## config.mk

```make
export PLATFORM = sky130hd
export DESIGN_NAME = rac_device_flat
export DESIGN_NICKNAME = d
export VERILOG_FILES = /design/src/pkg/rac_pkg.sv /design/src/pkg/rac_if.sv /design/src/core/rac_device.sv /design/src/flat_wrapper.sv
export SDC_FILE = /design/constraint.sdc
export NUM_CORES = 1
export LEC_CHECK = 0
export BUFFER_PORTS_ARGS = -buffer_cell sky130_fd_sc_hd__buf_2
export CELL_PAD_IN_SITES_DETAIL_PLACEMENT = 0
export CELL_PAD_IN_SITES_GLOBAL_PLACEMENT = 1
export CORE_ASPECT_RATIO = 1.75
export CORE_UTILIZATION = 35
export CTS_CLUSTER_SIZE = 25
export DETAILED_ROUTE_END_ITERATION = 6
export PLACE_DENSITY_LB_ADDON = 0.1
export SETUP_SLACK_MARGIN = 0.3
export SYNTH_ARGS = -nofsm -noshare
export SYNTH_HDL_FRONTEND = slang
export SYNTH_SLANG_ARGS = --single-unit
export TNS_END_PERCENT = 100
```

## constraint.sdc

```tcl
create_clock -name clk -period 1.9 [get_ports clk]
set_input_delay 0.285 -clock clk [delete_from_list [all_inputs] [get_ports clk]]
set_output_delay 0.285 -clock clk [all_outputs]
set_load 0.005 [all_outputs]
```

## src/pkg/rac_pkg.sv

```systemverilog
// shared constants for the reset and action-request control pair
// assumes both ends run on one 100 MHz system clock and share this package
package rac_pkg;

    // ************************************************************
    // clock and timing
    // ************************************************************
    localparam int SCLK_PERIOD_NS = 10;
    // final reset phase after the reset pin falls, in system clock cycles
    localparam int FINAL_PHASE_CYC = 12;
    // host guard between reset fall and the first action request
    localparam int REQ_GUARD_CYC = 12;
    // action request strobe width limits
    localparam int REQ_PULSE_MIN_CYC = 2;
    localparam int REQ_PULSE_MAX_CYC = 5;
    localparam int REQ_PULSE_DEF_CYC = 3;
    // least reset pulse width
    localparam int RESET_MIN_CYC = 2;
    // idle cycles between two polls of a held descriptor
    localparam int POLL_GAP_DEF_CYC = 4;

    // ************************************************************
    // memory bus and descriptor layout
    // ************************************************************
    localparam int ADDR_W = 8;
    localparam int DATA_W = 32;
    localparam int CNT_W = 8;
    localparam logic [ADDR_W-1:0] INIT_BASE_ADDR = 8'h00;
    localparam int INIT_WORDS_DEF = 2;
    // init word 0 carries the first transmit descriptor address
    localparam int INIT_FIRST_LSB = 0;
    localparam int DESC_HOLD_BIT = 30;
    localparam int DESC_NEXT_LSB = 8;
    localparam int DESC_PAYLOAD_LSB = 0;
    localparam int PAYLOAD_W = 8;

endpackage

```

## src/pkg/rac_if.sv

```systemverilog
// link between the host end and the device end
// assumes both ends share clk; the testbench instantiates it and joins them
`timescale 1ns/1ps
interface rac_if
    import rac_pkg::*;
    ();
    logic resetPin;
    logic actionRequestStrobe;
    logic memRd;
    logic [ADDR_W-1:0] memAddr;
    logic memOe;
    logic memAck;
    logic [DATA_W-1:0] memData;
    // resolved bus: a released bus reads as idle
    logic busRd;
    logic [ADDR_W-1:0] busAddr;

    assign busRd = memOe ? memRd : 1'b0;
    assign busAddr = memOe ? memAddr : '0;

    modport dev (
        input resetPin,
        input actionRequestStrobe,
        input memAck,
        input memData,
        output memRd,
        output memAddr,
        output memOe
    );

    modport hst (
        output resetPin,
        output actionRequestStrobe,
        output memAck,
        output memData,
        input busRd,
        input busAddr
    );
endinterface

```

## src/core/rac_device.sv

```systemverilog
// device end: reset sequencing, action request intake, init fetch and
// descriptor chain walk with hold-bit polling
// assumes the host end answers each memory read one cycle after it sees it
`timescale 1ns/1ps
module rac_device
    import rac_pkg::*;
    #(
    parameter int INIT_WORDS = INIT_WORDS_DEF,
    parameter int POLL_GAP_CYC = POLL_GAP_DEF_CYC
    ) (
    input wire logic clk,                  // system clock
    input wire logic rstn,                 // async reset, active low
    rac_if.dev link,                       // link to the host end
    output logic initDone,                 // init data fetched
    output logic txValid,                  // one-cycle frame pulse
    output logic [PAYLOAD_W-1:0] txByte,   // payload of the frame sent
    output logic polling                   // waiting on a held descriptor
    );

    // ************************************************************
    // parameter checks
    // ************************************************************
    if (INIT_WORDS < 1 || INIT_WORDS > 255) begin : gInitChk
        $error("INIT_WORDS out of range");
    end
    if (POLL_GAP_CYC < 1 || POLL_GAP_CYC > 255) begin : gPollChk
        $error("POLL_GAP_CYC out of range");
    end

    localparam logic [CNT_W-1:0] FINAL_LAST = CNT_W'(FINAL_PHASE_CYC - 1);
    localparam logic [CNT_W-1:0] POLL_LAST = CNT_W'(POLL_GAP_CYC - 1);
    localparam logic [CNT_W-1:0] INIT_LAST = CNT_W'(INIT_WORDS - 1);

    typedef enum logic [2:0] {
        ST_RESET,
        ST_FINAL,
        ST_IDLE,
        ST_INIT,
        ST_DESC,
        ST_POLL
    } rac_dev_state_t;

    // ************************************************************
    // state
    // ************************************************************
    rac_dev_state_t state, next_state;
    logic [CNT_W-1:0] cnt, next_cnt;
    logic [CNT_W-1:0] wordIdx, next_wordIdx;
    logic [ADDR_W-1:0] firstDesc, next_firstDesc;
    logic sent, next_sent;
    logic reqPrev, next_reqPrev;
    logic memRd, next_memRd;
    logic [ADDR_W-1:0] memAddr, next_memAddr;
    logic memOe, next_memOe;
    logic next_initDone;
    logic next_txValid;
    logic [PAYLOAD_W-1:0] next_txByte;
    logic next_polling;
    logic reqRise;
    logic [ADDR_W-1:0] rdNext;
    logic [ADDR_W-1:0] rdFirst;

    assign reqRise = link.actionRequestStrobe && !reqPrev;
    assign rdNext = link.memData[DESC_NEXT_LSB +: ADDR_W];
    assign rdFirst = link.memData[INIT_FIRST_LSB +: ADDR_W];

    assign link.memRd = memRd;
    assign link.memAddr = memAddr;
    assign link.memOe = memOe;

    // ************************************************************
    // next-state logic
    // ************************************************************
    always_comb begin
        next_state = state;
        next_cnt = cnt;
        next_wordIdx = wordIdx;
        next_firstDesc = firstDesc;
        next_sent = sent;
        next_reqPrev = link.actionRequestStrobe;
        next_memRd = memRd;
        next_memAddr = memAddr;
        next_memOe = memOe;
        next_initDone = initDone;
        next_txValid = 1'b0;
        next_txByte = txByte;
        next_polling = polling;
        if (link.resetPin) begin
            next_state = ST_RESET;
            next_cnt = '0;
            next_memRd = 1'b0;
            next_memOe = 1'b0;
            next_initDone = 1'b0;
            next_polling = 1'b0;
            next_sent = 1'b0;
        end else begin
            unique case (state)
                ST_RESET: begin
                    next_state = ST_FINAL;
                    next_cnt = '0;
                end
                ST_FINAL: begin
                    next_cnt = cnt + CNT_W'(1);
                    if (cnt == FINAL_LAST) begin
                        // bus enabled only after the sequence
                        next_state = ST_IDLE;
                        next_memOe = 1'b1;
                        next_cnt = '0;
                    end
                end
                ST_IDLE: begin
                    if (reqRise) begin
                        next_state = ST_INIT;
                        next_memRd = 1'b1;
                        next_memAddr = INIT_BASE_ADDR;
                        next_wordIdx = '0;
                    end
                end
                ST_INIT: begin
                    if (link.memAck) begin
                        if (wordIdx == '0) begin
                            next_firstDesc = rdFirst;
                        end
                        if (wordIdx == INIT_LAST) begin
                            // then walk to the first frame
                            next_state = ST_DESC;
                            next_initDone = 1'b1;
                            next_sent = 1'b0;
                            next_memAddr = (wordIdx == '0) ? rdFirst : firstDesc;
                        end else begin
                            next_wordIdx = wordIdx + CNT_W'(1);
                            next_memAddr = memAddr + ADDR_W'(1);
                        end
                    end
                end
                ST_DESC: begin
                    if (link.memAck) begin
                        if (!sent) begin
                            next_txValid = 1'b1;
                            next_txByte = link.memData[DESC_PAYLOAD_LSB +: PAYLOAD_W];
                            next_sent = 1'b1;
                        end
                        if (link.memData[DESC_HOLD_BIT]) begin
                            next_state = ST_POLL;
                            next_memRd = 1'b0;
                            next_cnt = '0;
                            next_polling = 1'b1;
                        end else begin
                            next_memAddr = rdNext;
                            next_sent = 1'b0;
                            next_polling = 1'b0;
                        end
                    end
                end
                ST_POLL: begin
                    next_cnt = cnt + CNT_W'(1);
                    if (cnt == POLL_LAST) begin
                        next_state = ST_DESC;
                        next_memRd = 1'b1;
                    end
                end
            endcase
        end
    end

    // ************************************************************
    // registers
    // ************************************************************
    always_ff @(posedge clk or negedge rstn) begin
        if (!rstn) begin
            state <= ST_RESET;
            cnt <= '0;
            wordIdx <= '0;
            firstDesc <= '0;
            sent <= 1'b0;
            reqPrev <= 1'b0;
            memRd <= 1'b0;
            memAddr <= '0;
            memOe <= 1'b0;
            initDone <= 1'b0;
            txValid <= 1'b0;
            txByte <= '0;
            polling <= 1'b0;
        end else begin
            state <= next_state;
            cnt <= next_cnt;
            wordIdx <= next_wordIdx;
            firstDesc <= next_firstDesc;
            sent <= next_sent;
            reqPrev <= next_reqPrev;
            memRd <= next_memRd;
            memAddr <= next_memAddr;
            memOe <= next_memOe;
            initDone <= next_initDone;
            txValid <= next_txValid;
            txByte <= next_txByte;
            polling <= next_polling;
        end
    end

endmodule

```

## src/flat_wrapper.sv

```systemverilog
// flat-port wrapper written by rule: the top's interface ports become plain ports
module rac_device_flat import rac_pkg::*;
#(
    parameter int INIT_WORDS = INIT_WORDS_DEF,
    parameter int POLL_GAP_CYC = POLL_GAP_DEF_CYC
    )
  (clk, rstn, initDone, txValid, txByte, polling, link_resetPin, link_actionRequestStrobe, link_memAck, link_memData, link_memRd, link_memAddr, link_memOe);
  rac_if link_i ();
  input wire logic clk;
  input wire logic rstn;
  output logic initDone;
  output logic txValid;
  output logic [PAYLOAD_W-1:0] txByte;
  output logic polling;
  input wire logic [$bits(link_i.resetPin)-1:0] link_resetPin;
  input wire logic [$bits(link_i.actionRequestStrobe)-1:0] link_actionRequestStrobe;
  input wire logic [$bits(link_i.memAck)-1:0] link_memAck;
  input wire logic [$bits(link_i.memData)-1:0] link_memData;
  output wire logic [$bits(link_i.memRd)-1:0] link_memRd;
  output wire logic [$bits(link_i.memAddr)-1:0] link_memAddr;
  output wire logic [$bits(link_i.memOe)-1:0] link_memOe;
  assign link_i.resetPin = link_resetPin;
  assign link_i.actionRequestStrobe = link_actionRequestStrobe;
  assign link_i.memAck = link_memAck;
  assign link_i.memData = link_memData;
  assign link_memRd = link_i.memRd;
  assign link_memAddr = link_i.memAddr;
  assign link_memOe = link_i.memOe;
  rac_device #(.INIT_WORDS(INIT_WORDS), .POLL_GAP_CYC(POLL_GAP_CYC)) u_core (.clk(clk), .rstn(rstn), .link(link_i), .initDone(initDone), .txValid(txValid), .txByte(txByte), .polling(polling));
endmodule
```

Word level (Yosys, flattened, before mapping) --
Cells that the tools add are included.
Word-level totals: output and inout port bits 21, bits of input ports 37, word-level logic and storage cells 113, bits in registers 50
Operators by class: bitwise logic cells 2, mux-type cells 49, eq/ne operators 20, reduce and logical (&&, ||, !) cells 26, add/sub/neg operators 3
Operators with widths (number):
- 8-bit 2-to-1 mux | 12
- 8-bit one-hot mux with 4 select lines | 1
- 8-bit by 1-bit adder with 8-bit output (second input constant) | 3
- 3-bit 2-to-1 mux | 8
- 8-bit one-hot mux with 3 select lines | 1
- 1-bit 2-to-1 mux | 23
- 3-bit one-hot mux with 6 select lines | 1
- 8-bit one-hot mux with 2 select lines | 1
- 2-bit nonzero test | 7
- 3-bit by 2-bit inequality test with 1-bit output (second input constant) | 4
- 5-bit AND reduction | 2
- 3-bit inequality test (second input constant) | 3
- 3-bit AND reduction | 3
- 8-bit by 1-bit equality test with 1-bit output (second input constant) | 1
- 8-bit by 2-bit equality test with 1-bit output (second input constant) | 1
- 8-bit by 4-bit equality test with 1-bit output (second input constant) | 1
- 8-bit zero test | 1
- 2-bit inequality test (second input constant) | 4
- 4-bit AND reduction | 2
- 7-bit AND reduction | 1
- 3-bit by 2-bit equality test with 1-bit output (second input constant) | 2
- 3-bit equality test (second input constant) | 2
- 6-bit AND reduction | 1
- 3-bit nonzero test | 2
- 11 further kinds | 13

Logic depth before layout (Yosys ltp) --
depth after elaboration 5, gate-level depth with buffers 8

Least setup slack after synthesis --
Ideal clock, no wire load.
kind register -> register, start point register u_core.wordIdx[0], end point register u_core.firstDesc[0], arrival time 1.503 ns, library setup time 0.125 ns, stages on the path, launching flop included 7, clock period less this slack 1.628 ns, slack 0.272 ns, path through dfrtp_1 > inv_1 > ha_1 > buf_2 > nand3_1 > nor2_4 > mux2_2
On the way: cells in the longest elaborated chain, start to end 2
Ends and longest elaborated chain:
- from (decl) | line rac_device.sv:48 | logic [CNT_W-1:0] wordIdx, next_wordIdx;
- from (signal assigned) | line rac_device.sv:187 | wordIdx <= next_wordIdx;
- 8-bit zero test | line rac_device.sv:121 | if (wordIdx == '0) begin
- 8-bit 2-to-1 mux
- to (signal assigned) | line rac_device.sv:188 | firstDesc <= next_firstDesc;
- to (decl) | line rac_device.sv:49 | logic [ADDR_W-1:0] firstDesc, next_firstDesc;
Every way passes these cells. A chain may end at the register's enable or synchronous reset.

Worst setup path after layout --
start point register u_core.wordIdx[2], end point register u_core.firstDesc[2]
Same word-level chain as after synthesis.

==> impl_metrics.py <==
metrics = {
    "run_status": {
        "status": "completed",
    },
    "yosys": {
        "synthDistinctLibCells": 51,
        "synth_top_area_share_pct": 45.2,
        "synth_enable_flop_cells": 0,
        "synth.most_common_cell": "nand2_1",
        "synth.top_cells.by_count": "nand2_1 (54), dfrtp_1 (50), nor2_1 (24)",
        "synth.area.top_cells": "dfrtp_1 (45%), nand2_1 (7.3%), nand3_1 (3.6%)",
        "yosysTopAreaCell": "dfrtp_1",
        "ys_seq_area_share_pct": 45.2,
        "synth_nets": 339,
        "synth_cells": 297,
        "synthFlopType": "dfrtp_1",
        "async_reset_ff_share_pct": 100,
        "ys_seq_elements": 50,
        "yosys_warnings": 0,
        "avgSynthCellArea_um2": 9.33,
        "post_synth_instance_area_mm2": 0.00277,
    },
    "pwr": {
        "power.switching_mw": 1.02,
        "seq_power_share_pct": 41.7,
        "ir_worst_vdd_mv": 0.392,
        "comb_power_share_pct": 27.4,
        "sw_frac_of_total_pct": 32.5,
        "clkPwrFrac_pct": 30.9,
        "p_int_mw": 2.11,
        "leakage_nw": 1.70,
        "power_density_mw_per_mm2": 860,
    },
    "drt": {
        "wirelength_um": 7360,
        "viasPerCell": 5.22,
        "wl_per_cell_um": 16.0,
        "drc": 0,
        "ant_nets": 0,
        "vias": 2399,
        "dr.pass1.iters": 4,
        "drtIter0Drc": 114,
    },
    "setup_path": {
        "reg2reg_slack_ps": 270,
        "crit_chain": "nor4_4, buf_4, nand3_4, nor2_4, buf_12, mux2_4",
        "cp-end-kind": "flip-flop",
        "r2r_start": "u_core.wordIdx[2]",
        "critPathLaunchType": "flip-flop",
        "reg2reg_depth": 6,
        "crit_fanout": 8,
        "cp_slowest_cell": "dfrtp_1",
        "max_stage_delay_ps": 410,
        "crit_required_ps": 2090,
        "crit_arrival_ps": 1820,
        "path_class": "flip-flop to flip-flop",
        "r2r_end": "u_core.firstDesc[2]",
    },
    "global_route": {
        "first_global_vias": 2335,
        "grt_pass1_wl_um": 11900,
        "grt_antenna_before_repair": 0,
        "track_usage_pct": 18.4,
        "grt_max_degree": 51,
        "overflow": 0,
    },
    "cts": {
        "cts.sinks": 50,
        "cts_htree_levels": 2,
        "clk_latency_ps": 300,
        "clock_path_buffers": 2,
        "numCtsBuffers": 5,
        "cts-root-buf": "clkbuf_16",
        "cts_tree": "yes",
        "clkTransAtPathRegs_ps": 80,
    },
    "hold_path": {
        "holdCritStartpoint": "link_actionRequestStrobe",
        "hp-class": "input pin to flip-flop",
        "hold_end": "u_core.reqPrev",
        "min_delay_path_depth": 1,
    },
    "sta": {
        "setup-violations-final": 0,
        "hold_viol_final": 0,
        "period_share_pct": 85.8,
        "max_clock_freq_mhz": 613,
        "drv_slew": 0,
        "fin_skew_ps": 9.84,
        "worst_pin_slew_ps": 453,
        "slew_headroom_pct": 69.6,
        "rsz0062_at_grt": "true",
        "tns_ps": 0,
        "layout_setup_ws_ps": 269,
        "finalCriticalPeriod_ps": 1630,
    },
    "die": {
        "rows": 42,
        "coreArea_mm2": 0.00762,
        "die_width_um": 69.3,
        "die_area_mm2": 0.00829,
        "start_util_pct": 36.4,
        "pin_count": 58,
        "die_h_um": 120,
    },
    "job": {
        "drv_cap": 0,
    },
    "placement": {
        "dp.cells": 432,
        "place_congestion": 0.722,
        "port_buffers": 42,
        "preCtsSetupSlack_ps": 42.0,
        "dp_hpwl_um": 5110,
        "placed_cell_area_mm2": 0.00316,
    },
    "final_layout": {
        "nNetsFinal": 413,
        "fillers": 755,
        "syn2layout_area_growth_pct": 31.2,
        "design_area_mm2": 0.00363,
        "n_antenna_cell": 0,
        "layout-drive-gt1-share_pct": 35.5,
        "instances_no_fill": 460,
    },
}
[power groups by stage]
stage	sequential (mW)	clock [mW]	combinational (mW)
floorplan	1.29	0	0.432
global placement	1.32	0	0.661
detailed placement	1.32	0	0.672
CTS	1.30	0.991	0.794
global route	1.32	1.03	0.952
finish	1.30	0.965	0.857
[state kept, by name, summed over array words and instances, names as in the netlist]
signal / flops
u_core.cnt: 8
u_core.firstDesc: 8
u_core.initDone: 1
u_core.link.memAddr: 8
u_core.link.memOe: 1
u_core.link.memRd: 1
u_core.polling: 1
u_core.reqPrev: 1
u_core.sent: 1
u_core.state: 3
u_core.txByte: 8
u_core.txValid: 1
u_core.wordIdx: 8
[how the worst max path moves through the flow]
stage,startpoint,end,slack (ps),cells past startpoint
after floorplan,u_core.wordIdx[0],u_core.wordIdx[4],340,4
after global placement,u_core.wordIdx[1],u_core.firstDesc[3],130,5
after detailed placement,u_core.wordIdx[1],u_core.firstDesc[2],40,5
after CTS,u_core.state[2],u_core.firstDesc[2],270,5
after global routing,u_core.wordIdx[2],u_core.link.memAddr[1],190,7
final,u_core.wordIdx[2],u_core.firstDesc[2],270,6
[metrics by stage]
stage | hold slack [ps] | power [mW] | util (%)
final | 118 | 3.12 | 47.7
after global routing | 118 | 3.30 | 47.7
after CTS | 112 | 3.08 | 45.9
after detailed placement | 301 | 1.99 | 41.5
after global placement | 302 | 1.98 | 41.5
after floorplan | -10.6 | 1.72 | -
[worst max-delay path: cells and delay by family, from the launching register on]
| family | cells | cell delay, ps |
|---|---|---|
| simple gates | 3 | 480 |
| flops | 1 | 410 |
| buf+inv | 2 | 330 |
| mux | 1 | 300 |
[cell usage in the layout, fill, tap and decap left out, types with 8 or more instances in the layout]
cell,synthesis,final
mux2_4,0,8
a21oi_1,13,12
nand3_1,20,17
xnor2_1,10,10
buf_2,6,42
dfrtp_1,50,42
nor2_1,24,22
buf_4,1,29
nand2_1,54,53
nor3_1,8,8
dfrtp_2,0,8
o21ai_0,11,8
[metal layers]
metal,vias up,track usage [%],wire [um]
li1,1196,-,-
met1,1162,19.5,2930
met2,34,35.9,4160
met3,7,2.94,171
met4,0,6.12,102
met5,-,0,0
[what timing repair did]
| action | 4_1_cts | 5_1_grt |
|---|---|---|
| pin swaps | 7 | 10 |
| gates cloned | 0 | 1 |
| endpoints found under the hold margin | 50 | 0 |
| setup endpoints to repair | 27 | 26 |
| hold buffers | 1 | 0 |
| buffers inserted | 5 | 13 |
| resized for setup | 37 | 12 |
[cell families (layout without fill, tap and decap cells)]
family	Yosys count	count (layout)	share of synthesized area [%]
AOI/OAI and AO/OA	57	57	13.5
xor gates and xnor gates	14	14	4.43
adders and majority gates	5	5	2.26
buffers and inverters	21	96	3.79
DFF	50	50	45.2
muxes	16	16	6.14
and+or+nand+nor	134	134	24.8
[final cells by class]
| class | count | area [um^2] | share of cell area [%] |
|---|---|---|---|
| Inverter | 9 | 33.8 | 0.930 |
| Multi-Input combinational cell | 226 | 1550 | 42.7 |
| Clock inverter | 3 | 28.8 | 0.792 |
| Sequential cell | 50 | 1260 | 34.7 |
| Tap cell | 88 | 110 | 3.03 |
| Clock buffer | 5 | 125 | 3.44 |
| Timing Repair Buffer | 79 | 524 | 14.4 |
Note: power is estimated with default switching activity, not from simulation.
